File: config.mk
export PLATFORM = sky130hd
export DESIGN_NAME = bld_core
export DESIGN_NICKNAME = d
export VERILOG_FILES = /design/src/common/bld_pkg.sv /design/src/core/bld_core.sv
export VERILOG_INCLUDE_DIRS = /design/src /design/src/common
export SDC_FILE = /design/constraint.sdc
export NUM_CORES = 1
export LEC_CHECK = 0
export ABC_CLOCK_PERIOD_IN_PS = 6020
export BUFFER_PORTS_ARGS = -buffer_cell sky130_fd_sc_hd__clkbuf_2
export CORE_UTILIZATION = 37
export DETAILED_ROUTE_END_ITERATION = 12
export PLACE_DENSITY = 0.7
export SKIP_LAST_GASP = 1
export SYNTH_ARGS = -nofsm -noshare
export SYNTH_HDL_FRONTEND = slang
export SYNTH_SLANG_ARGS = --single-unit
File: constraint.sdc
create_clock -name clock -period 6.02 [get_ports clock]
set_clock_uncertainty 0.1 [all_clocks]
set_input_delay 0.301 -clock clock [delete_from_list [all_inputs] [get_ports clock]]
set_output_delay 0.301 -clock clock [all_outputs]
set_load 0.02 [all_outputs]
File: src/common/bld_consts.svh
`ifndef BLD_CONSTS_SVH
`define BLD_CONSTS_SVH
// =====================================================
// register byte offsets
`define BLD_OFF_CFG     8'h00
`define BLD_OFF_CTRL    8'h04
`define BLD_OFF_STAT    8'h08
`define BLD_OFF_THR     8'h0C
// =====================================================
// cfg field positions
`define BLD_CFG_USE     0
`define BLD_CFG_POL     1
`define BLD_CFG_PWR_LO  2
`define BLD_CFG_PWR_HI  3
`define BLD_CFG_DL_LO   4
`define BLD_CFG_DL_HI   5
// ctrl field positions
`define BLD_CTRL_DIS    0
`define BLD_CTRL_NVLOAD 1
// =====================================================
// start-up codes
`define BLD_SU_OFF      2'h0
`define BLD_SU_ON       2'h1
`define BLD_SU_PREV     2'h2
// =====================================================
// reset values and answers
`define BLD_ZERO32      32'h0000_0000
`define BLD_RESP_OKAY   2'h0
`define BLD_RESP_SLVERR 2'h2
`endif

File: src/common/bld_pkg.sv
package bld_pkg;
    typedef enum logic [1:0] {
        BLD_ST_BOOT,
        BLD_ST_RUN
    } bld_state_t;

    typedef struct packed {
        logic        pwr_fail;
        logic        dl_done;
        logic        nv_state;
    } bld_sys_t;

    typedef struct packed {
        logic [7:0]  lower;
        logic [7:0]  upper;
    } bld_thr_t;
endpackage

File: src/core/bld_core.sv
// The implementer's own choices: the address map and the AXI4-Lite interface to the registers.
`timescale 1ns/1ps
// Contract
// - power-up start-up off: evaluation runs at once on supply return.
// - if enabled, an output sends above upper or below lower threshold.
// - power-up start-up on: all limits disabled, nothing is sent; here cfg is clear at boot, so nothing is disabled.
// - on supply loss the present disable state is saved first.
// - power-up start-up previous: the saved state is restored; here cfg is clear at boot, so nv_state is never read.
// - download start-up off: evaluation runs at once after a download.
// - download start-up on: all limits disabled, nothing is sent.
// - start-up settings apply only when the disabling function is used.
// - one bus bit disables or enables, with configurable polarity.
// - while disabled no telegrams go out, yet presets are still taken.
`include "bld_consts.svh"
module bld_core
    import bld_pkg::*;
#(
    parameter int N_OUT = 4
) (
    input  wire logic               clock,
    input  wire logic               nrst,
    input  wire logic               clk_en,
    // axi4-lite slave
    input  wire logic [7:0]         s_awaddr,
    input  wire logic               s_awvalid,
    output logic                    s_awready,
    input  wire logic [31:0]        s_wdata,
    input  wire logic [3:0]         s_wstrb,
    input  wire logic               s_wvalid,
    output logic                    s_wready,
    output logic [1:0]              s_bresp,
    output logic                    s_bvalid,
    input  wire logic               s_bready,
    input  wire logic [7:0]         s_araddr,
    input  wire logic               s_arvalid,
    output logic                    s_arready,
    output logic [31:0]             s_rdata,
    output logic [1:0]              s_rresp,
    output logic                    s_rvalid,
    input  wire logic               s_rready,
    // system events, same clock
    input  wire bld_sys_t           sys_in,
    output logic                    nv_wr,
    output logic                    nv_wdata,
    // brightness and presets
    input  wire logic [7:0]         bright,
    input  wire logic               preset_vld,
    input  wire logic [$clog2(N_OUT)-1:0] preset_idx,
    input  wire bld_thr_t           preset_thr,
    // per-output telegram strobes
    output logic [N_OUT-1:0]        tx_above,
    output logic [N_OUT-1:0]        tx_below
);
    // =====================================================
    // registers
    localparam int IW = $clog2(N_OUT);

    bld_state_t        st_q;
    bld_state_t        st_d;
    logic [5:0]        cfg_q;
    logic              dis_bit_q;
    logic              dis_q;
    logic              dis_d;
    logic              nv_wr_d;
    logic              nv_wdata_d;
    bld_thr_t          thr_q [N_OUT];
    logic [N_OUT-1:0]  above_q;
    logic [N_OUT-1:0]  below_q;
    logic [N_OUT-1:0]  tx_above_d;
    logic [N_OUT-1:0]  tx_below_d;
    wire  [N_OUT-1:0]  hi_w;
    wire  [N_OUT-1:0]  lo_w;

    // =====================================================
    // decoding helpers
    function automatic logic su_dis(
        input logic [1:0] code,
        input logic       saved
    );
        case (code)
            `BLD_SU_ON:   su_dis = 1'b1;
            `BLD_SU_PREV: su_dis = saved;
            default:      su_dis = 1'b0;
        endcase
    endfunction

    function automatic logic any_set(
        input logic [N_OUT-1:0] a,
        input logic [N_OUT-1:0] b
    );
        return |(a | b);
    endfunction

    // polarity bit set means a zero on the bus disables
    function automatic logic pol_dis(
        input logic raw,
        input logic pol
    );
        return raw ^ pol;
    endfunction

    // =====================================================
    // bus decode
    wire        wr_go   = s_awvalid && s_wvalid && !s_bvalid;
    wire        rd_go   = s_arvalid && !s_rvalid;
    wire        wr_take = wr_go && !s_awready;
    wire        rd_take = rd_go && !s_arready;
    wire        w_cfg   = wr_take && s_awaddr == `BLD_OFF_CFG;
    wire        w_ctrl  = wr_take && s_awaddr == `BLD_OFF_CTRL;
    wire        w_ok    = w_cfg || w_ctrl;
    wire        r_cfg   = s_araddr == `BLD_OFF_CFG;
    wire        r_ctrl  = s_araddr == `BLD_OFF_CTRL;
    wire        r_stat  = s_araddr == `BLD_OFF_STAT;
    wire        r_ok    = r_cfg || r_ctrl || r_stat;
    wire        running = st_q == BLD_ST_RUN;
    wire        beyond  = any_set(above_q, below_q);
    wire [31:0] r_mux   =
        r_cfg  ? {26'h000_0000, cfg_q} :
        r_ctrl ? {31'h0000_0000, dis_bit_q} :
        r_stat ? {29'h0000_0000, running, beyond, dis_q} :
        `BLD_ZERO32;

    // =====================================================
    // configuration fields
    wire [31:0] wd       = s_wdata;
    wire [5:0]  cfg_new  = wd[`BLD_CFG_DL_HI:`BLD_CFG_USE];
    wire        use_fn   = cfg_q[`BLD_CFG_USE];
    wire        pol      = cfg_q[`BLD_CFG_POL];
    wire [1:0]  pwr_code = cfg_q[`BLD_CFG_PWR_HI:`BLD_CFG_PWR_LO];
    wire [1:0]  dl_code  = cfg_q[`BLD_CFG_DL_HI:`BLD_CFG_DL_LO];
    wire        dis_new  = pol_dis(wd[`BLD_CTRL_DIS], pol);
    // a new polarity or use setting re-reads the stored bus bit
    wire        cfg_dis  = cfg_new[`BLD_CFG_USE]
                        && pol_dis(dis_bit_q, cfg_new[`BLD_CFG_POL]);
    // cfg is cleared by reset too, so power start-up codes never act:
    // boot only follows a reset and always reads the cleared cfg
    wire boot_dis = use_fn && su_dis(pwr_code, sys_in.nv_state);
    wire dl_dis   = use_fn && su_dis(dl_code, 1'b0);
    wire evaluate = running && !dis_q && !sys_in.pwr_fail;

    // =====================================================
    // start-up and disable state
    always_comb begin
        st_d  = st_q;
        dis_d = dis_q;
        case (st_q)
            BLD_ST_BOOT: begin
                // nv_state masked by the cleared cfg; no evaluation before this
                dis_d = boot_dis;
                st_d  = BLD_ST_RUN;
            end
            BLD_ST_RUN: begin
                if (sys_in.dl_done) begin
                    dis_d = dl_dis;
                end else if (w_cfg) begin
                    dis_d = cfg_dis;
                end else if (w_ctrl && use_fn) begin
                    dis_d = dis_new;
                end else if (!use_fn) begin
                    dis_d = 1'b0;
                end
            end
            default: begin
                st_d = BLD_ST_BOOT;
            end
        endcase
    end

    always_ff @(posedge clock) begin
        if (!nrst) begin
            st_q  <= BLD_ST_BOOT;
            dis_q <= 1'b0;
        end else if (clk_en) begin
            st_q  <= st_d;
            dis_q <= dis_d;
        end
    end

    always_ff @(posedge clock) begin
        if (!nrst) begin
            cfg_q     <= '0;
            dis_bit_q <= 1'b0;
        end else if (clk_en) begin
            if (w_cfg) begin
                cfg_q <= cfg_new;
            end
            if (w_ctrl) begin
                dis_bit_q <= wd[`BLD_CTRL_DIS];
            end
        end
    end

    // =====================================================
    // state save on a failing supply
    // written every cycle of the failure, so the last word stored wins
    assign nv_wr_d    = sys_in.pwr_fail;
    assign nv_wdata_d = dis_q;

    always_ff @(posedge clock) begin
        if (!nrst) begin
            nv_wr    <= 1'b0;
            nv_wdata <= 1'b0;
        end else if (clk_en) begin
            nv_wr    <= nv_wr_d;
            nv_wdata <= nv_wdata_d;
        end
    end

    // =====================================================
    // threshold evaluation, one lane per output
    genvar gi;
    generate
        for (gi = 0; gi < N_OUT; gi++) begin : g_out
            wire hit_pre = preset_vld && preset_idx == IW'(gi);
            assign hi_w[gi] = bright > thr_q[gi].upper;
            assign lo_w[gi] = bright < thr_q[gi].lower;
            // presets land even while disabled
            always_ff @(posedge clock) begin
                if (!nrst) begin
                    thr_q[gi] <= '0;
                end else if (clk_en && hit_pre) begin
                    thr_q[gi] <= preset_thr;
                end
            end
        end
    endgenerate

    // sends on entry into the region only, so a steady level stays quiet
    assign tx_above_d = {N_OUT{evaluate}} & hi_w & ~above_q;
    assign tx_below_d = {N_OUT{evaluate}} & lo_w & ~below_q;

    always_ff @(posedge clock) begin
        if (!nrst) begin
            above_q  <= '0;
            below_q  <= '0;
            tx_above <= '0;
            tx_below <= '0;
        end else if (clk_en) begin
            above_q  <= hi_w;
            below_q  <= lo_w;
            tx_above <= tx_above_d;
            tx_below <= tx_below_d;
        end
    end

    // =====================================================
    // write channel: ready and answer together, the cycle after the take
    wire       b_done = s_bvalid && s_bready;
    wire [1:0] b_code = w_ok ? `BLD_RESP_OKAY : `BLD_RESP_SLVERR;

    always_ff @(posedge clock) begin
        if (!nrst) begin
            s_awready <= 1'b0;
            s_wready  <= 1'b0;
        end else if (clk_en) begin
            s_awready <= wr_take;
            s_wready  <= wr_take;
        end
    end

    always_ff @(posedge clock) begin
        if (!nrst) begin
            s_bvalid <= 1'b0;
            s_bresp  <= `BLD_RESP_OKAY;
        end else if (clk_en) begin
            if (wr_take) begin
                s_bvalid <= 1'b1;
                s_bresp  <= b_code;
            end else if (b_done) begin
                s_bvalid <= 1'b0;
            end
        end
    end

    // =====================================================
    // read channel: data captured at the take edge and held
    wire       r_done = s_rvalid && s_rready;
    wire [1:0] r_code = r_ok ? `BLD_RESP_OKAY : `BLD_RESP_SLVERR;

    always_ff @(posedge clock) begin
        if (!nrst) begin
            s_arready <= 1'b0;
        end else if (clk_en) begin
            s_arready <= rd_take;
        end
    end

    always_ff @(posedge clock) begin
        if (!nrst) begin
            s_rvalid <= 1'b0;
            s_rdata  <= `BLD_ZERO32;
            s_rresp  <= `BLD_RESP_OKAY;
        end else if (clk_en) begin
            if (rd_take) begin
                s_rvalid <= 1'b1;
                s_rdata  <= r_mux;
                s_rresp  <= r_code;
            end else if (r_done) begin
                s_rvalid <= 1'b0;
            end
        end
    end
endmodule // bld_core

* After elaboration in Yosys (flattened, before gate mapping)
Memory sizes are Yosys's and may differ from the RTL's.
Cells that the tools add are included.
** Word-level totals
- Bits in writable memories :: 64
- Memories kept :: 1
- Logic and storage cells :: 133
- Register bits after elaboration :: 68
- Input bits :: 90
- Output and inout port bits :: 51
** Memories
- thr_q :: depth 4, bits a word 16, read ports 4, clocked after memory_dff 0, wr ports 4, RTL line bld_core.sv:66 : bld_thr_t thr_q [N_OUT];
** Operators by class
- Mux-type cells :: 34
- $lt $le $gt $ge :: 8
- Bitwise operators :: 14
- Equal/unequal tests :: 11
- Reductions and logical operators :: 48
** Operators by type and width (number)
- $mux 16 :: 4
- $gt 8x8->1 :: 4
- $lt 8x8->1 :: 4
- $logic_and 1x1->1 :: 23
- $mux 1 :: 22
- $and 4x4->4 :: 4
- $eq 8x3->1 const B :: 2
- $logic_not 8->1 :: 2
- $reduce_and 2->1 :: 7
- $eq 2x1->1 const B :: 4
- $eq 8x4->1 const B :: 1
- $not 4->4 :: 2
- $eq 2x2->1 const B :: 3
- $logic_not 1->1 :: 6
- $mux 3 :: 2
- $mux 6 :: 1
- $reduce_bool 2->1 :: 3
- $ne 5x4->1 const B :: 1
- $logic_not 2->1 :: 2
- $mux 2 :: 2
- $or 1x1->1 :: 4
- $or 4x4->4 :: 1
- $pmux 1 s2 :: 2
- $pmux 2 s2 :: 1
- other kinds (5) :: 8

* Logic depth before layout (Yosys ltp)
- Word-level depth :: 9
- Mapped depth :: 7

* Least setup slack after synthesis
No wires, ideal clock.
- Path type :: input-to-reg
- From :: in clk_en
- To :: mem thr_q[1][0] (netlist name), enable pin
- Arrival time :: 1747 ps
- Setup slack :: 3762 ps
- Cell stages on the path :: 3
- Library setup time :: 411 ps
- Path through :: buf_2 -> nand2b_1 -> o21ai_0
** RTL lines
- start, declared :: RTL line bld_core.sv:22 : input wire logic clk_en,
- end, declared :: RTL line bld_core.sv:66

==> out/metrics.cfg <==
[setup_path]
worst-path-buf-inv = 1
timing_worst_setup_path_type = primary input to register
reg2reg_depth = 7
endpoint_kind = register
critPathTopFamily = simple AND/OR/NAND/NOR gates
path_max_fanout = 40
crit_end = thr_q[2][0]
worstReg2RegEnd = above_q[1]
r2r-start = thr_q[1][1]
crit_start = nrst
max_stage_delay_ns = 0.85
reg2reg_slack_ns = 4.14
slowest_stage = nor2_1
cp_num_cells = 4
path_cells = clkbuf_2, nand3_1, nor2_1, and2_1
worstPathArrival_ns = 2.16
required_ns = 6.14
critPathLaunchType = primary input

[clock_network]
cts_tree = yes
cts_resized = 0
cts_buffers = 9
hold_buffers = 0
cts_root_buf = clkbuf_16
htreeDepth = 3
clock_latency_ns = 0.36
cts.sink_count = 103
path_clk_slew_ns = 0.06
clockBufferDepth = 2
post-cts-setup-buffer-count = 0

[synth]
synth_flop_cell = edfxtp_1
synth_largest_area_cell = edfxtp_1
seq_area_frac_synth_pct = 47.14
synth.area.top_cells = edfxtp_1 (34%), dfxtp_1 (14%), ha_1 (14%)
yosysWarnings = 0
avgSynthCellArea_um2 = 10.35
synthesis.area_mm2 = 0.005733
synth_edf_count = 64
ys_ff_latch = 103
yosys.area.top_type_share_pct = 33.52
postSynth.asyncResetShare_pct = 0
synthCells = 554
yosysUniqueCellTypes = 44

[routing]
drt-pass1-iter-count = 4
vias = 4026
avgViaCountPerCell = 4.851
drt-initial-drc-count = 220
detail_route.wl_per_cell_um = 14.53
detail-route-antenna-nets = 0
drc = 0
wirelength_um = 12060

[worst_hold_path]
hold_class = primary input to register

[power]
power_density_mw_per_mm2 = 243.8
power_mw = 1.594
vdd_drop_max_mv = 0.1614
p_leak_nw = 2.878

[global_routing]
grt_overflow_total = 0
grt_max_degree = 41
grt_pass1_wl_um = 19650
antenna_found_initial = 0
grt_pass1_vias = 3781
grt_usage_pct = 16.13

[timing]
finalMaxSlewViolations = 0
layout_min_cycle_time_ns = 2.042
final_hold_viol_count = 0
slew_headroom_pct = 27.91
worst_slack_ns = 3.978
worst_slew_pin_slew_ns = 1.077
finalCritPeriodShare_pct = 33.93
setup_viol = 0
grt_setup_unrepaired = no
tns_ns = 0
fin_hold_ws_ns = 0.1061
max_freq_mhz = 489.6

[final_layout]
n_fill_cell = 1454
nets = 789
syn2layout_area_growth_pct = 14.01
drive_gt1_share_pct = 16.67
final_util_pct = 43.16
fin_cells = 830
design_area_mm2 = 0.006536
n_antenna_cell = 0

[die]
fp.dieArea_mm2 = 0.01600
core_mm2 = 0.01515
ioPinCount = 141
start_util_pct = 37.85
die_w_um = 126.5
fp.dieH_um = 126.5
rows = 45

[placement]
place_area_mm2 = 0.006246
dp_cells = 814
port_buffers = 82
dp_slack_ns = 3.635
dp_hpwl_um = 8945
routabilityCongestion = 0.7919

[flow_run]
drv_cap = 0

[run_status]
outcome = completed

## sequential cells by signal, indices dropped and copies added (netlist names), 4 cells and up
signal and count:
tx_below 4, above_q 4, cfg_q 6, below_q 4
thr_q 64, tx_above 4, s_rdata 6
## cells in the mapped netlist (2+ instances only)
master and instances:
nand2_1 29, o22ai_1 2, o211ai_1 5, a22oi_1 4
and2_1 64, a22o_1 2, edfxtp_1 64, o41ai_1 2
nor3_1 10, a21boi_0 5, nor2_1 21, nand2b_1 7
o22a_1 4, o21ai_0 21, o31ai_1 6, a21oi_1 15
a211o_1 3, nand4_1 12, a211oi_1 10, nor2b_1 19
inv_1 59, buf_4 29, nor4_1 5, dfxtp_1 39
a32o_1 2, ha_1 62, nand3_1 15, xor2_1 2
clkbuf_1 11, mux2i_1 11
## per-layer routing
| metal | up-vias | wire length [µm] | global-route usage, % |
|---|---|---|---|
| met5 | - | 0 | 0 |
| met2 | 128 | 5722 | 26.65 |
| met4 | 0 | 74 | 4.678 |
| li1 | 2052 | - | - |
| met3 | 6 | 734 | 4.935 |
| met1 | 1840 | 5525 | 20.29 |
## cell families after synthesis
logic type	after synthesis	share of synthesized area (%)
AOI/OAI and AO/OA	83	9.603
xor gates and xnor gates	2	0.3056
adders and majority gates	62	13.53
buffers and inverters	103	8.795
DFF	103	47.14
muxes	11	1.921
other	1	0.06541
and+or+nand+nor	189	18.64
## worst min-delay path, stage by stage
cell	delay (ns)
clkbuf_2	0.08
mux2i_1	0.06
nor2b_1	0.09
## report_power, final
group          switching, mW  internal [mW]
sequential            0.0148          0.787
combinational          0.134         0.0810
clock                  0.256          0.321
total                  0.405           1.19
## worst min-delay path by stage
| stage | from | end | slack (ns) | depth (start not counted) |
|---|---|---|---|---|
| 2_1_floorplan | below_q[0] | tx_below[0] | 0.34 | 1 |
| 3_3_place_gp | tx_above[1] | tx_above[1] | 0.34 | 2 |
| 3_5_place_dp | tx_below[2] | tx_below[2] | 0.35 | 2 |
| 4_1_cts | s_wdata[3] | cfg_q[3] | 0.10 | 3 |
| 5_1_grt | s_wdata[3] | cfg_q[3] | 0.11 | 3 |
| 6_report | s_wdata[3] | cfg_q[3] | 0.11 | 3 |
## layout by cell type, fill, tap and decap left out, types with 2 or more instances in the layout
cell	n
clkbuf_2	82
and2_1	64
edfxtp_1	64
ha_1	62
inv_1	59
dfxtp_1	39
nand2_1	29
conb_1	28
nor2_1	21
nor2b_1	19
o21ai_0	17
nand3_1	15
a21oi_1	15
nand4_1	12
mux2i_1	11
nor3_1	10
a211oi_1	10
clkbuf_16	9
nand2b_1	7
o31ai_1	6
buf_4	6
nor4_1	5
o211ai_1	5
a21boi_0	5
o21ai_1	4
o22a_1	4
a22oi_1	4
a211o_1	3
a22o_1	2
xor2_1	2
o22ai_1	2
o41ai_1	2
a32o_1	2
clkinv_4	2
## final cells by class
| cell class | instances | area (µm²) | area share (%) |
|---|---|---|---|
| repair buffers | 88 | 455.4 | 6.968 |
| multi-input cells | 375 | 2628 | 40.20 |
| well taps | 188 | 235.2 | 3.599 |
| flip-flops and latches | 103 | 2703 | 41.35 |
| clock buffers | 10 | 229.0 | 3.503 |
| inverters | 60 | 225.2 | 3.446 |
| clock inverters | 6 | 61.31 | 0.9380 |
(Power assumes the default switching activity.)
